**config.mk**
```make
export PLATFORM = sky130hd
export DESIGN_NAME = disk_out_seek_setup
export DESIGN_NICKNAME = d
export VERILOG_FILES = /design/src/disk_seek_pkg.sv /design/src/cylinder_difference.sv /design/src/disk_out_seek_setup.sv
export VERILOG_INCLUDE_DIRS = /design/src /design/src/src
export SDC_FILE = /design/constraint.sdc
export NUM_CORES = 1
export LEC_CHECK = 0
export BUFFER_PORTS_ARGS = -buffer_cell sky130_fd_sc_hd__buf_2
export CORE_ASPECT_RATIO = 0.8
export CORE_MARGIN = 2
export CORE_UTILIZATION = 52
export DETAILED_ROUTE_END_ITERATION = 10
export GPL_ROUTABILITY_DRIVEN = 0
export PLACE_DENSITY = 0.76
export SLEW_MARGIN = 20
export SYNTH_ARGS = -nofsm -noshare
export SYNTH_HDL_FRONTEND = slang
export SYNTH_SLANG_ARGS = --single-unit
```
**constraint.sdc**
```tcl
create_clock -name clk -period 1.8 [get_ports clk]
set_clock_uncertainty 0.05 [all_clocks]
set_input_delay 0.09 -clock clk [delete_from_list [all_inputs] [get_ports clk]]
set_output_delay 0.09 -clock clk [all_outputs]
set_load 0.05 [all_outputs]
```
**src/disk_seek_consts.svh**
```systemverilog
// Constants for the state-four seek setup block: register offsets,
// field positions, bit-time figures and register widths.
// Assumes inclusion by bare name from both design files.
`ifndef DISK_SEEK_CONSTS_SVH
`define DISK_SEEK_CONSTS_SVH

// Register offsets (byte addresses on the 8-bit APB address)
`define REG_CTRL        8'h00
`define REG_CYL         8'h04
`define REG_COUNT_WORD  8'h08
`define REG_STATUS      8'h0c
`define REG_CORE_ADDR   8'h10
`define REG_BUFFER      8'h14

// Field positions
`define CTRL_START_BIT  0
`define CYL_DES_LSB     0
`define CYL_CUR_LSB     8
`define ST_BUSY_BIT     0
`define ST_SS5_BIT      1
`define ST_EQUAL_BIT    2
`define ST_INC_BIT      3
`define ST_CMP_BIT      4
`define ST_MREQ_BIT     5
`define ST_FWD_BIT      6
`define ST_REV_BIT      7
`define ST_COUNT_LSB    16

// Widths
`define WORD_W          24
`define COUNT_W         14
`define CYL_W           8
`define LOW_CLEAR_W     6

// Timing: one L bit-time is a fixed number of clock cycles
`define CLK_PERIOD_NS   100
`define BIT_TIME_NS     400
`define BIT_CYCLES      (`BIT_TIME_NS / `CLK_PERIOD_NS)
`define PH_CK1          2'd0
`define PH_CK2          2'd2
`define PH_LAST         2'(`BIT_CYCLES - 1)

// L bit-time numbers
`define L_FIRST         5'd0
`define L_COUNT_LAST    5'd13
`define L_P1_LAST       5'd7
`define L_P2_FIRST      5'd8
`define L_P2_LAST       5'd15
`define L_CLEAR_LOW     5'd18
`define L_STROBE_A      5'd18
`define L_STROBE_B      5'd19
`define L_LAST          5'd23

// Gray-code position counter values
`define GRAY_COUNT_ONE  2'b01
`define GRAY_COUNT_TWO  2'b11

`endif

```
**src/disk_seek_pkg.sv**
```systemverilog
// Types shared by the seek setup block: sequence states and the
// APB request and response bundles.
// Assumes nothing beyond a SystemVerilog compiler.
package disk_seek_pkg;

  // Sequence states seen by this block
  typedef enum logic [1:0] {
    st_idle = 2'b00,
    st_ss4  = 2'b01,
    st_ss5  = 2'b10
  } seq_state_e;

  // APB request from the master
  typedef struct packed {
    logic        psel;
    logic        penable;
    logic        pwrite;
    logic [7:0]  paddr;
    logic [31:0] pwdata;
  } apb_req_s;

  // APB answer to the master
  typedef struct packed {
    logic        pready;
    logic        pslverr;
    logic [31:0] prdata;
  } apb_rsp_s;

endpackage : disk_seek_pkg

```
**src/cylinder_difference.sv**
```systemverilog
// Bit-serial cylinder difference unit: two ring shifts of the current
// and desired cylinder registers leave the difference in the current one.
// Assumes one shift_en pulse per bit-time from the parent sequencer.
`timescale 1ns/10ps
`include "disk_seek_consts.svh"

module cylinder_difference
  import disk_seek_pkg::*;
(
  input  wire logic              clk,
  input  wire logic              rst,
  input  wire logic              load,
  input  wire logic [`CYL_W-1:0] cur_in,
  input  wire logic [`CYL_W-1:0] des_in,
  input  wire logic              arm,
  input  wire logic              shift_en,
  input  wire logic              pass_two,
  input  wire logic              last_bit,
  output logic      [`CYL_W-1:0] current_cylinder_q,
  output logic      [`CYL_W-1:0] desired_cylinder_q,
  output logic                   cylinder_equal_flag_q,
  output logic                   increment_flag_q,
  output logic                   complement_flag_q
);

  logic previous_carry_flag_q;  // Carry held from the last stage
  logic current_carry_gate;     // Carry out of the stage now shifting
  logic sum_gate;               // Bit written back into the current register
  logic c0;                     // Bit leaving the current register
  logic d0;                     // Bit leaving the desired register

  // Stage logic: adds inverted current to desired, or corrects it
  always_comb begin
    c0 = current_cylinder_q[0];
    d0 = desired_cylinder_q[0];
    if (!pass_two) begin
      sum_gate           = d0 ^ ~c0 ^ previous_carry_flag_q;
      current_carry_gate = (d0 & ~c0) | (previous_carry_flag_q & (d0 | ~c0));
    end else if (increment_flag_q) begin
      // Invert while a carry is still rippling, pass true after it
      sum_gate           = c0 ^ previous_carry_flag_q;
      current_carry_gate = c0 & previous_carry_flag_q;
    end else begin
      // Equal or backward case: plain one's complement
      sum_gate           = ~c0;
      current_carry_gate = 1'b0;
    end
  end

  // Both registers ring-shift LSB first, one bit per bit-time
  always_ff @(posedge clk) begin
    if (rst) begin
      current_cylinder_q <= '0;
      desired_cylinder_q <= '0;
    end else if (load) begin
      current_cylinder_q <= cur_in;
      desired_cylinder_q <= des_in;
    end else if (shift_en) begin
      current_cylinder_q <= {sum_gate, current_cylinder_q[`CYL_W-1:1]};
      desired_cylinder_q <= {d0, desired_cylinder_q[`CYL_W-1:1]};
    end
  end

  // Carry chain: pass one's final carry seeds the increment pass
  always_ff @(posedge clk) begin
    if (rst || arm) begin
      previous_carry_flag_q <= 1'b0;
    end else if (shift_en) begin
      previous_carry_flag_q <= current_carry_gate;
    end
  end

  // Direction flags: equal set at arm, cleared by any false pass-one sum bit
  always_ff @(posedge clk) begin
    if (rst) begin
      cylinder_equal_flag_q <= 1'b0;
      increment_flag_q      <= 1'b0;
      complement_flag_q     <= 1'b0;
    end else if (arm) begin
      cylinder_equal_flag_q <= 1'b1;
      increment_flag_q      <= 1'b0;
      complement_flag_q     <= 1'b0;
    end else if (shift_en && !pass_two) begin
      if (!sum_gate) begin
        cylinder_equal_flag_q <= 1'b0;
      end
      if (last_bit && current_carry_gate) begin
        increment_flag_q <= 1'b1;
      end else if (last_bit && !(cylinder_equal_flag_q && sum_gate)) begin
        complement_flag_q <= 1'b1;
      end
    end
  end

endmodule : cylinder_difference

```
**src/disk_out_seek_setup.sv**
```systemverilog
// Sequence state four of a disk output command: fetch of the start
// address word, serial load of the block/word count, cylinder difference
// and the difference strobe to the disk. Registers sit behind APB.
// Assumes the coupler's ready and data pins are asynchronous to clk.
//
// Function
// - Start-address word goes buffer, then core address
// - Request word; clear buffer before loading
// - Count word shift starts at first L23 CK2
// - Collection register fills with zeroes
// - Bits 00-13 enter count during L00-L13
// - Clear six low count bits at L18
// - Count is whole sixty-four word blocks
// - Add inverted current to desired, then correct
// - False sum bit clears equal flag
// - Equal case complements all-ones to zero
// - Final carry sets increment flag, adds one
// - No carry and unequal: complement current register
// - Increment forward, complement reverse, equal neither
// - Increment pass inverts bits while carry
// - Unequal: strobe difference during L18, L19
// - Gray counter advances after starting L23
// - Equal flag blocks the difference strobe
// - Transfer pulse end loads address, enters five
// - Count two is the difference send window
// - Current cylinder holds value read earlier
`timescale 1ns/10ps
`include "disk_seek_consts.svh"

module disk_out_seek_setup
  import disk_seek_pkg::*;
(
  input  wire logic              clk,
  input  wire logic              rst,
  input  wire apb_req_s          apb_req,
  output apb_rsp_s               apb_rsp,
  input  wire logic              mem_ready,
  input  wire logic [`WORD_W-1:0] mem_data,
  output logic                   memory_request_flag,
  output logic                   transfer_pulse,
  output logic                   difference_select_strobe,
  output logic      [`CYL_W-1:0] difference_bus,
  output logic                   seek_forward_driver,
  output logic                   seek_reverse_driver
);

  // Sequencer state
  seq_state_e           state_q;            // Current sequence state
  logic [1:0]           phase_q;            // Clock phase within a bit-time
  logic [4:0]           lcnt_q;             // L bit-time number
  logic                 first_l23_q;        // Inside the L23 that opens the state
  logic                 in_frame_q;         // Inside the L00..L23 frame of the state
  logic [1:0]           gray_q;             // Gray-code position counter
  logic                 transfer_done_q;    // Trailing edge of transfer pulse

  // Data path registers
  logic [`WORD_W-1:0]   data_buffer_reg_q;      // Word from memory
  logic [`WORD_W-1:0]   core_address_reg_q;     // Start address for transfers
  logic [`WORD_W-1:0]   serial_collection_reg_q; // Holds the count word
  logic                 retime_flop_q;          // Serial bit retimed
  logic [`COUNT_W-1:0]  block_word_count_q;     // Block/word count
  logic                 buffer_loaded_q;        // Buffer holds the address word
  logic                 load_pending_q;         // Buffer cleared, load next

  // Software-held cylinder inputs
  logic [`CYL_W-1:0]    cur_cyl_sw_q;       // Current cylinder as read from disk
  logic [`CYL_W-1:0]    des_cyl_sw_q;       // Desired cylinder
  logic                 cyl_load_q;         // One-cycle load into the unit

  // Pin synchronisers: first stage feeds only the second
  logic                 rdy_s1_q;
  logic                 rdy_s2_q;
  logic                 rdy_s3_q;
  logic [`WORD_W-1:0]   data_s1_q;
  logic [`WORD_W-1:0]   data_s2_q;

  // Cylinder unit outputs
  logic [`CYL_W-1:0]    current_cylinder;
  logic [`CYL_W-1:0]    desired_cylinder;
  logic                 cylinder_equal_flag;
  logic                 increment_flag;
  logic                 complement_flag;

  // Decoded timing
  logic ck1;          // First phase of a bit-time
  logic ck2;          // Second sampling phase
  logic bit_end;      // Last clock of a bit-time
  logic in_ss4;       // Sequence state four active
  logic start_req;    // Software start accepted
  logic cyl_shift;    // Cylinder unit shifts this cycle
  logic ready_rise;   // Memory word became ready
  logic access;       // APB access phase
  logic do_write;     // Write takes effect now
  logic busy;         // State four running

  // True when the address hits one of the mapped registers
  function automatic logic is_mapped(input logic [7:0] addr);
    case (addr)
      `REG_CTRL, `REG_CYL, `REG_COUNT_WORD,
      `REG_STATUS, `REG_CORE_ADDR, `REG_BUFFER: is_mapped = 1'b1;
      default:                                  is_mapped = 1'b0;
    endcase
  endfunction : is_mapped

  // Phase and bus decodes
  always_comb begin
    ck1        = (phase_q == `PH_CK1);
    ck2        = (phase_q == `PH_CK2);
    bit_end    = (phase_q == `PH_LAST);
    in_ss4     = (state_q == st_ss4);
    busy       = in_ss4;
    access     = apb_req.psel && apb_req.penable;
    do_write   = access && apb_rsp.pready && apb_req.pwrite &&
                 is_mapped(apb_req.paddr);
    start_req  = do_write && (apb_req.paddr == `REG_CTRL) &&
                 apb_req.pwdata[`CTRL_START_BIT] && !busy;
    cyl_shift  = in_ss4 && in_frame_q && ck2 && (lcnt_q <= `L_P2_LAST);
    ready_rise = rdy_s2_q && !rdy_s3_q;
  end

  // Two-flop synchronisers for the coupler's ready and data lines
  always_ff @(posedge clk) begin
    if (rst) begin
      rdy_s1_q  <= 1'b0;
      rdy_s2_q  <= 1'b0;
      rdy_s3_q  <= 1'b0;
      data_s1_q <= '0;
      data_s2_q <= '0;
    end else begin
      rdy_s1_q  <= mem_ready;
      rdy_s2_q  <= rdy_s1_q;
      rdy_s3_q  <= rdy_s2_q;
      data_s1_q <= mem_data;
      data_s2_q <= data_s1_q;
    end
  end

  // Bit-time generator; runs only while state four is active
  always_ff @(posedge clk) begin
    if (rst) begin
      phase_q <= 2'd0;
      lcnt_q  <= `L_LAST;
    end else if (start_req) begin
      // State four opens at the CK1 of an L23
      phase_q <= 2'd0;
      lcnt_q  <= `L_LAST;
    end else if (in_ss4) begin
      phase_q <= bit_end ? 2'd0 : phase_q + 2'd1;
      if (bit_end) begin
        lcnt_q <= (lcnt_q == `L_LAST) ? `L_FIRST : lcnt_q + 5'd1;
      end
    end
  end

  // Frame markers and the gray-code position counter
  always_ff @(posedge clk) begin
    if (rst) begin
      first_l23_q <= 1'b0;
      in_frame_q  <= 1'b0;
      gray_q      <= 2'b00;
    end else if (start_req) begin
      first_l23_q <= 1'b1;
      in_frame_q  <= 1'b0;
      gray_q      <= `GRAY_COUNT_ONE;
    end else if (in_ss4 && bit_end && lcnt_q == `L_LAST) begin
      if (first_l23_q) begin
        // Trailing edge of the opening L23
        first_l23_q <= 1'b0;
        in_frame_q  <= 1'b1;
        gray_q      <= `GRAY_COUNT_TWO;
      end else begin
        // Later frames only wait for the address word
        in_frame_q  <= 1'b0;
      end
    end
  end

  // Sequence state counter
  always_ff @(posedge clk) begin
    if (rst) begin
      state_q <= st_idle;
    end else if (start_req) begin
      state_q <= st_ss4;
    end else if (transfer_done_q) begin
      state_q <= st_ss5;
    end
  end

  // Memory request for the start-address word
  always_ff @(posedge clk) begin
    if (rst) begin
      memory_request_flag <= 1'b0;
    end else if (start_req) begin
      memory_request_flag <= 1'b1;
    end else if (ready_rise && memory_request_flag) begin
      memory_request_flag <= 1'b0;
    end
  end

  // Buffer: cleared when the word turns ready, loaded one cycle later
  always_ff @(posedge clk) begin
    if (rst) begin
      data_buffer_reg_q <= '0;
      load_pending_q    <= 1'b0;
      buffer_loaded_q   <= 1'b0;
    end else if (start_req) begin
      load_pending_q    <= 1'b0;
      buffer_loaded_q   <= 1'b0;
    end else if (ready_rise && memory_request_flag) begin
      data_buffer_reg_q <= '0;
      load_pending_q    <= 1'b1;
    end else if (load_pending_q) begin
      data_buffer_reg_q <= data_s2_q;
      load_pending_q    <= 1'b0;
      buffer_loaded_q   <= 1'b1;
    end
  end

  // Transfer pulse in the cycle after CK1 of the first later L23 with the buffer loaded; its trailing edge moves
  // the word into the core address register
  always_ff @(posedge clk) begin
    if (rst) begin
      transfer_pulse     <= 1'b0;
      transfer_done_q    <= 1'b0;
      core_address_reg_q <= '0;
    end else begin
      transfer_pulse  <= in_ss4 && !first_l23_q && ck1 &&
                         (lcnt_q == `L_LAST) && buffer_loaded_q &&
                         !transfer_pulse && !transfer_done_q;
      transfer_done_q <= transfer_pulse;
      if (transfer_pulse) begin
        core_address_reg_q <= data_buffer_reg_q;
      end
    end
  end

  // Collection register shifts out LSB first from the opening L23 CK2
  always_ff @(posedge clk) begin
    if (rst) begin
      serial_collection_reg_q <= '0;
      retime_flop_q           <= 1'b0;
    end else if (do_write && !busy && apb_req.paddr == `REG_COUNT_WORD) begin
      serial_collection_reg_q <= apb_req.pwdata[`WORD_W-1:0];
    end else if (in_ss4 && ck2) begin
      retime_flop_q           <= serial_collection_reg_q[0];
      serial_collection_reg_q <= {1'b0, serial_collection_reg_q[`WORD_W-1:1]};
    end
  end

  // Block/word count: serial load, then trimmed to whole blocks
  always_ff @(posedge clk) begin
    if (rst) begin
      block_word_count_q <= '0;
    end else if (in_ss4 && in_frame_q && ck2 && lcnt_q <= `L_COUNT_LAST) begin
      block_word_count_q <= {retime_flop_q, block_word_count_q[`COUNT_W-1:1]};
    end else if (in_ss4 && in_frame_q && ck1 && lcnt_q == `L_CLEAR_LOW) begin
      block_word_count_q[`LOW_CLEAR_W-1:0] <= '0;
    end
  end

  // Cylinder values written by software while idle
  always_ff @(posedge clk) begin
    if (rst) begin
      cur_cyl_sw_q <= '0;
      des_cyl_sw_q <= '0;
      cyl_load_q   <= 1'b0;
    end else begin
      cyl_load_q <= do_write && !busy && (apb_req.paddr == `REG_CYL);
      if (do_write && !busy && apb_req.paddr == `REG_CYL) begin
        des_cyl_sw_q <= apb_req.pwdata[`CYL_DES_LSB +: `CYL_W];
        cur_cyl_sw_q <= apb_req.pwdata[`CYL_CUR_LSB +: `CYL_W];
      end
    end
  end

  // Two-pass serial subtraction
  cylinder_difference u_diff (
    .clk                   (clk),
    .rst                   (rst),
    .load                  (cyl_load_q),
    .cur_in                (cur_cyl_sw_q),
    .des_in                (des_cyl_sw_q),
    .arm                   (start_req),
    .shift_en              (cyl_shift),
    .pass_two              (lcnt_q >= `L_P2_FIRST),
    .last_bit              (lcnt_q == `L_P1_LAST),
    .current_cylinder_q    (current_cylinder),
    .desired_cylinder_q    (desired_cylinder),
    .cylinder_equal_flag_q (cylinder_equal_flag),
    .increment_flag_q      (increment_flag),
    .complement_flag_q     (complement_flag)
  );

  // Difference strobe in count two, L18-L19, unless equal
  always_ff @(posedge clk) begin
    if (rst) begin
      difference_select_strobe <= 1'b0;
      difference_bus           <= '0;
    end else begin
      difference_select_strobe <= in_ss4 && in_frame_q &&
                                  (gray_q == `GRAY_COUNT_TWO) &&
                                  !cylinder_equal_flag &&
                                  (lcnt_q == `L_STROBE_A || lcnt_q == `L_STROBE_B);
      difference_bus <= (in_ss4 && in_frame_q && gray_q == `GRAY_COUNT_TWO &&
                         !cylinder_equal_flag) ? current_cylinder : '0;
    end
  end

  // Seek direction drivers; both quiet when the cylinders match
  always_ff @(posedge clk) begin
    if (rst) begin
      seek_forward_driver <= 1'b0;
      seek_reverse_driver <= 1'b0;
    end else begin
      seek_forward_driver <= increment_flag && !cylinder_equal_flag;
      seek_reverse_driver <= complement_flag && !cylinder_equal_flag;
    end
  end

  // APB slave: one wait state, read data and error set with pready
  always_ff @(posedge clk) begin
    if (rst) begin
      apb_rsp <= '0;
    end else if (access && !apb_rsp.pready) begin
      apb_rsp.pready  <= 1'b1;
      apb_rsp.pslverr <= !is_mapped(apb_req.paddr);
      apb_rsp.prdata  <= '0;
      if (!apb_req.pwrite) begin
        case (apb_req.paddr)
          `REG_CYL: begin
            apb_rsp.prdata <= {16'h0000, current_cylinder, desired_cylinder};
          end
          `REG_COUNT_WORD: begin
            apb_rsp.prdata <= {8'h00, serial_collection_reg_q};
          end
          `REG_STATUS: begin
            apb_rsp.prdata <= {2'b00, block_word_count_q, 8'h00,
                               seek_reverse_driver, seek_forward_driver,
                               memory_request_flag, complement_flag,
                               increment_flag, cylinder_equal_flag,
                               (state_q == st_ss5), busy};
          end
          `REG_CORE_ADDR: begin
            apb_rsp.prdata <= {8'h00, core_address_reg_q};
          end
          `REG_BUFFER: begin
            apb_rsp.prdata <= {8'h00, data_buffer_reg_q};
          end
          default: begin
            apb_rsp.prdata <= '0;
          end
        endcase
      end
    end else begin
      // Answer lasts exactly one cycle
      apb_rsp.pready  <= 1'b0;
      apb_rsp.pslverr <= 1'b0;
    end
  end

endmodule : disk_out_seek_setup

```
; Yosys cells after proc, flatten, opt, wreduce, memory -nomap -nowiden
; Cells that the tools add are included.
[op_classes]
n_addsub = 2
mul = 0
div_mod_pow = 0
n_lt_le_gt_ge = 3
n_eq_ne = 15
shift = 0
n_mux = 36
bitwise_logic = 15
n_reduce_logical = 73
[ops]
columns = operator, n
row1 = case mux 30 bit (5 select lines), 1
row2 = 2-to-1 mux 24 bit, 4
row3 = logical AND 1 bit, 37
row4 = 2-to-1 mux 32 bit, 1
row5 = 2-to-1 mux 8 bit, 4
row6 = 2-to-1 mux 1 bit, 21
row7 = nonzero test 2 bit, 9
row8 = "== test 8 x 4 -> 1 bit, second input constant", 2
row9 = "== test 8 x 5 -> 1 bit, second input constant", 2
row10 = AND reduction 2 bit, 8
row11 = "== test 5 bit, second input constant", 3
row12 = 2-to-1 mux 6 bit, 2
row13 = "less-or-equal comparator 5 x 4 -> 1 bit, second input constant", 2
row14 = logical NOT 1 bit, 10
row15 = "== test 2 bit, second input constant", 4
row16 = "== test 8 x 3 -> 1 bit, second input constant", 1
row17 = logical NOT 8 bit, 1
row18 = NOT 1 bit, 7
row19 = OR reduction 2 bit, 3
row20 = OR reduction 6 bit, 1
row21 = "adder 5 x 1 -> 5 bit, second input constant", 1
row22 = "== test 5 x 3 -> 1 bit, second input constant", 1
row23 = "greater-or-equal comparator 5 x 4 -> 1 bit, second input constant", 1
row24 = 2-to-1 mux 5 bit, 1
row25 = 10 further kinds, 17
[totals]
ff_bits = 238
latch_bits = 0
ramBits = 0
romBits = 0
in_bits = 70
elab_cells = 184
memories = 0

; Depth between registers and ports, before layout
[depth]
word_depth = 9
mapped_depth = 8
mapped_depth_nobuf = 6

; By module
; A second synthesis with hierarchy kept.
[unflattened]
hier_cells = 969
hier_area_um2 = 9477.8
[modules_own_cells]
columns = module, n_inst, cells_per_inst, area_each_um2, seq_area_each_um2
row1 = disk_out_seek_setup, 1, 871, 8494.4, 4324.1
row2 = cylinder_difference, 1, 98, 983.4, 400.4

; Least setup slack after synthesis
; OpenSTA, ideal clock, no wires.
[synth_timing]
path_type = register to register
start = reg apb_rsp[33] (netlist bit)
end = reg data_buffer_reg_q[3]
setup_time_ns = 0.092
arrival_ns = 1.780
t_required_ns = 1.658
slack_ns = -0.122
path_stages_with_launch = 7
n_path_buf = 2
path_cell_list = dfxtp_1 > and4_1 > and4_1 > buf_2 > a22oi_2 > buf_2 > o32ai_1
[synth_between]
elab_chain_cells = 8
[synth_lines]
columns = element, line_no
row1 = start: declaration, disk_out_seek_setup.sv:36  ; output apb_rsp_s apb_rsp,
row2 = logical AND 1 bit (3 in a row), disk_out_seek_setup.sv:113  ; do_write = access && apb_rsp.pready && apb_req.pwrite &&
row3 = logical AND 1 bit (3 in a row), disk_out_seek_setup.sv:115  ; start_req = do_write && (apb_req.paddr == `REG_CTRL) &&
row4 = NOT 1 bit (no line), --
row5 = AND reduction 2 bit (no line), --
row6 = end signal: assignment, disk_out_seek_setup.sv:213  ; data_buffer_reg_q <= data_s2_q;
row7 = end: declaration, disk_out_seek_setup.sv:57  ; logic [`WORD_W-1:0] data_buffer_reg_q;
; Every way passes these cells.
; A chain may end at the register's enable or synchronous reset.

; Final worst setup path
[layout_timing]
start = reg phase_q[0]
end = reg u_diff.previous_carry_flag_q
[layout_between]
elab_chain_cells = 3
[layout_lines]
columns = element, line_no
row1 = start: declaration, disk_out_seek_setup.sv:49  ; logic [1:0] phase_q;
row2 = start signal: assignment, disk_out_seek_setup.sv:148  ; phase_q <= bit_end ? 2'd0 : phase_q + 2'd1;
row3 = == test 2 bit (no line), --
row4 = logical AND 1 bit (2 in a row), disk_out_seek_setup.sv:117  ; cyl_shift = in_ss4 && in_frame_q && ck2 && (lcnt_q <= `L_P2_LAST);
row5 = end signal: assignment, cylinder_difference.sv:69  ; previous_carry_flag_q <= current_carry_gate;
row6 = end: declaration, cylinder_difference.sv:26  ; logic previous_carry_flag_q;
; Every way passes these cells.

==> impl_metrics.ini <==
[logic_synthesis]
synthTopCellsByCount = dfxtp_1 (236), mux2i_1 (101), nor2_1 (86)
synth_cell_type_count = 61
syn_area_per_cell_sq_um = 10.0
synth.area.top_cells = dfxtp_1 (51%), mux2i_1 (11%), nor2b_1 (3.6%), nor2_1 (3.5%), a221oi_1 (3.0%)
synth-seq-cells = 236
syn_area_sq_mm = 0.00935
post-synth-top-count-cell = dfxtp_1
synth-edff-count = 0
async_flop_share_pct = 0
seq_area_frac_synth_pct = 50.5
yosysWarnings = 0
synth_top_area_share_pct = 50.5
synth_cells = 933
synth_top_cell_by_area = dfxtp_1
ys.flop_type = dfxtp_1

[worst_setup_path]
critical_path_class = register to register
critPathMaxFanout = 4
crit_family = buffers and inverters
arrival_ps = 2180
critPathSlowestCell = dfxtp_2
start_kind = register
cp.buffers_inverters = 4
worstPathRequired_ps = 2200
r2r-start = phase_q[0]
critical_path.startpoint = phase_q[0]
crit_top_cell = buf_6
cp-end-kind = register
cpPeakStageDelay_ps = 330
path_cells = inv_2, ha_4, and4b_2, buf_6, o21ai_4, buf_12, buf_6, a211o_1, a21oi_2

[clock_network]
clockBufferDepth = 3
cts_root_buf = clkbuf_16
htree_levels = 1
cts_buffers = 23
clock_latency_ps = 520
cts_sinks = 236
cts.clk_slew.worst_paths_ps = 70
cts_tree = yes

[flow_run]
drv_cap = 0

[sta]
relSlewSlack_pct = 65.6
finalSetupViolCount = 0
period_share_pct = 99.2
period_minus_slack_ps = 1790
holdWs_ps = 113
finalMaxSlewViolations = 0
tightest_slew_ps = 515
hold_viol_final = 0
max_freq_mhz = 560

[power_and_ir_drop]
leakagePower_uw = 0.00473
intPower_uw = 8550
pwr-share-clk_pct = 46.6
power.density_mw_per_mm2 = 904
p_sw_share_pct = 20.9
seqPwrFrac_pct = 48.9
vdd_ir_drop_max_v = 0.000556
total_power_uw = 10800
comb_power_share_pct = 4.5
netSwitchingPower_uw = 2260

[global_routing]
track_usage_pct = 24.1
grt_first_pass_wirelength_mm = 36.8
antenna_found_initial = 1
overflow = 0
grt_pass1_vias = 7158
grt_start_max_net_pins = 80

[placement]
hpwl_mm = 15.2
io_buffers = 106
placed_area_sq_mm = 0.0103

[detailed_routing]
first_pass_iters = 5
totalWireLength_mm = 23.8
wl_per_cell_um = 17.7
vias_per_cell = 5.59
antenna_left = 0
first_iter_violations = 558
vias = 7530
drc = 0

[finish]
final_area_sq_mm = 0.0120
nets = 1185
drive_gt1_share_pct = 23.2
synthToLayoutAreaGrowth_pct = 27.9

[floorplanning]
die_x_um = 154
design.die.area_sq_mm = 0.0191
ios = 117
die_h_um = 124
start_util_pct = 53.5
core_sq_mm = 0.0175
row_count = 43

[outcome]
status = complete, no violations

[worst_hold_path]
hold_class = input pin to register
holdCritStartpoint = apb_req[40]
cell type report:
cell class,count,area (sq um)
fillers,1359,5520
multi-input cells,553,4150
repair buffers,217,1710
flip-flops and latches,236,4730
inverters,75,282
clock buffers,34,717
clock inverters,6,90.1
diodes,1,2.50
well taps,225,282
sequential cells by signal, summed over array words and instances (netlist names), 14 cells and up:
register	cells
apb_rsp	32
core_address_reg_q	24
data_buffer_reg_q	24
data_s1_q	24
data_s2_q	24
serial_collection_reg_q	24
block_word_count_q	14
worst paths after layout:
kind / end / depth (start not counted) / slack [ps]
max: u_diff.previous_carry_flag_q / 9 / 10
max reg2reg: u_diff.previous_carry_flag_q / 9 / 10
min: cyl_load_q / 3 / 110
min reg2reg: data_buffer_reg_q[8] / 2 / 380
logic make-up (layout without fill, tap and decap cells):
kind of cell    count (synthesis)  in the layout  synth area share [%]
compound gates                185            185                  16.2
xor+xnor                        2              2                 0.187
fa+ha+maj                       9              9                  1.28
buf+inv                       145            332                  6.70
flops                         236            236                  50.5
mux                           103            103                  11.0
other cells                     1              3                0.0401
simple gates                  252            252                  14.0
what timing repair did:
item,CTS,global route
hold buffers,57,0
setup endpoints to repair,10,49
gates cloned,0,4
setup buffers,0,4
resized for setup,4,29
pin swaps,0,6
hold endpoints to repair,79,0
per-stage QoR:
stage	utilization (%)	TNS (ps)	cells	setup slack, ps
2_1_floorplan	-	0	934	6.78
3_3_place_gp	59.1	0	1242	79.8
3_5_place_dp	59.1	-25.6	1242	-10.8
4_1_cts	67.1	-24.3	1339	-24.3
5_1_grt	68.4	-54.5	1347	-20.7
6_report	68.4	0	1347	15.0
power groups by stage:
stage               Sequential [uW]  Clock (uW)  Combinational, uW
floorplan                      5410           0                214
global placement               5410           0                381
detailed placement             5410           0                381
CTS                            5290        5100                479
global route                   5290        5320                523
finish                         5290        5030                489
cell usage in the layout (no fill, tap or decap), drive strengths merged, types with 6 or more instances in the layout:
master       Yosys  final
a211oi          23     23
a21oi           38     38
a221oi          32     32
a22o            12     12
and2            12     12
buf             34    158
clkbuf          36     36
dfxtp          236    236
dlygate4sd3      0     57
ha               8      8
inv             75     77
mux2i          101    101
nand2           32     32
nand3            7      7
nor2            87     87
nor2b           54     54
nor3            28     28
o22ai            6      6
o2bb2ai         24     24
o32ai           24     24
routing by layer:
layer / track usage [%] / share of wire [%] / vias to the layer above
li1: - / - / 3630
met1: 32.2 / 43 / 3564
met2: 40.4 / 47 / 279
met5: 0 / 0 / -
met4: 7.89 / 2.9 / 0
met3: 3.86 / 7.2 / 57
worst reg2reg max path: cells and delay by family, from the launching register on:
kind	cells	cell delay, ps
buf+inv	4	480
compound gates	3	450
flops	1	330
simple gates	1	270
fa+ha+maj	1	140
Note: power is estimated with default switching activity, not from simulation.
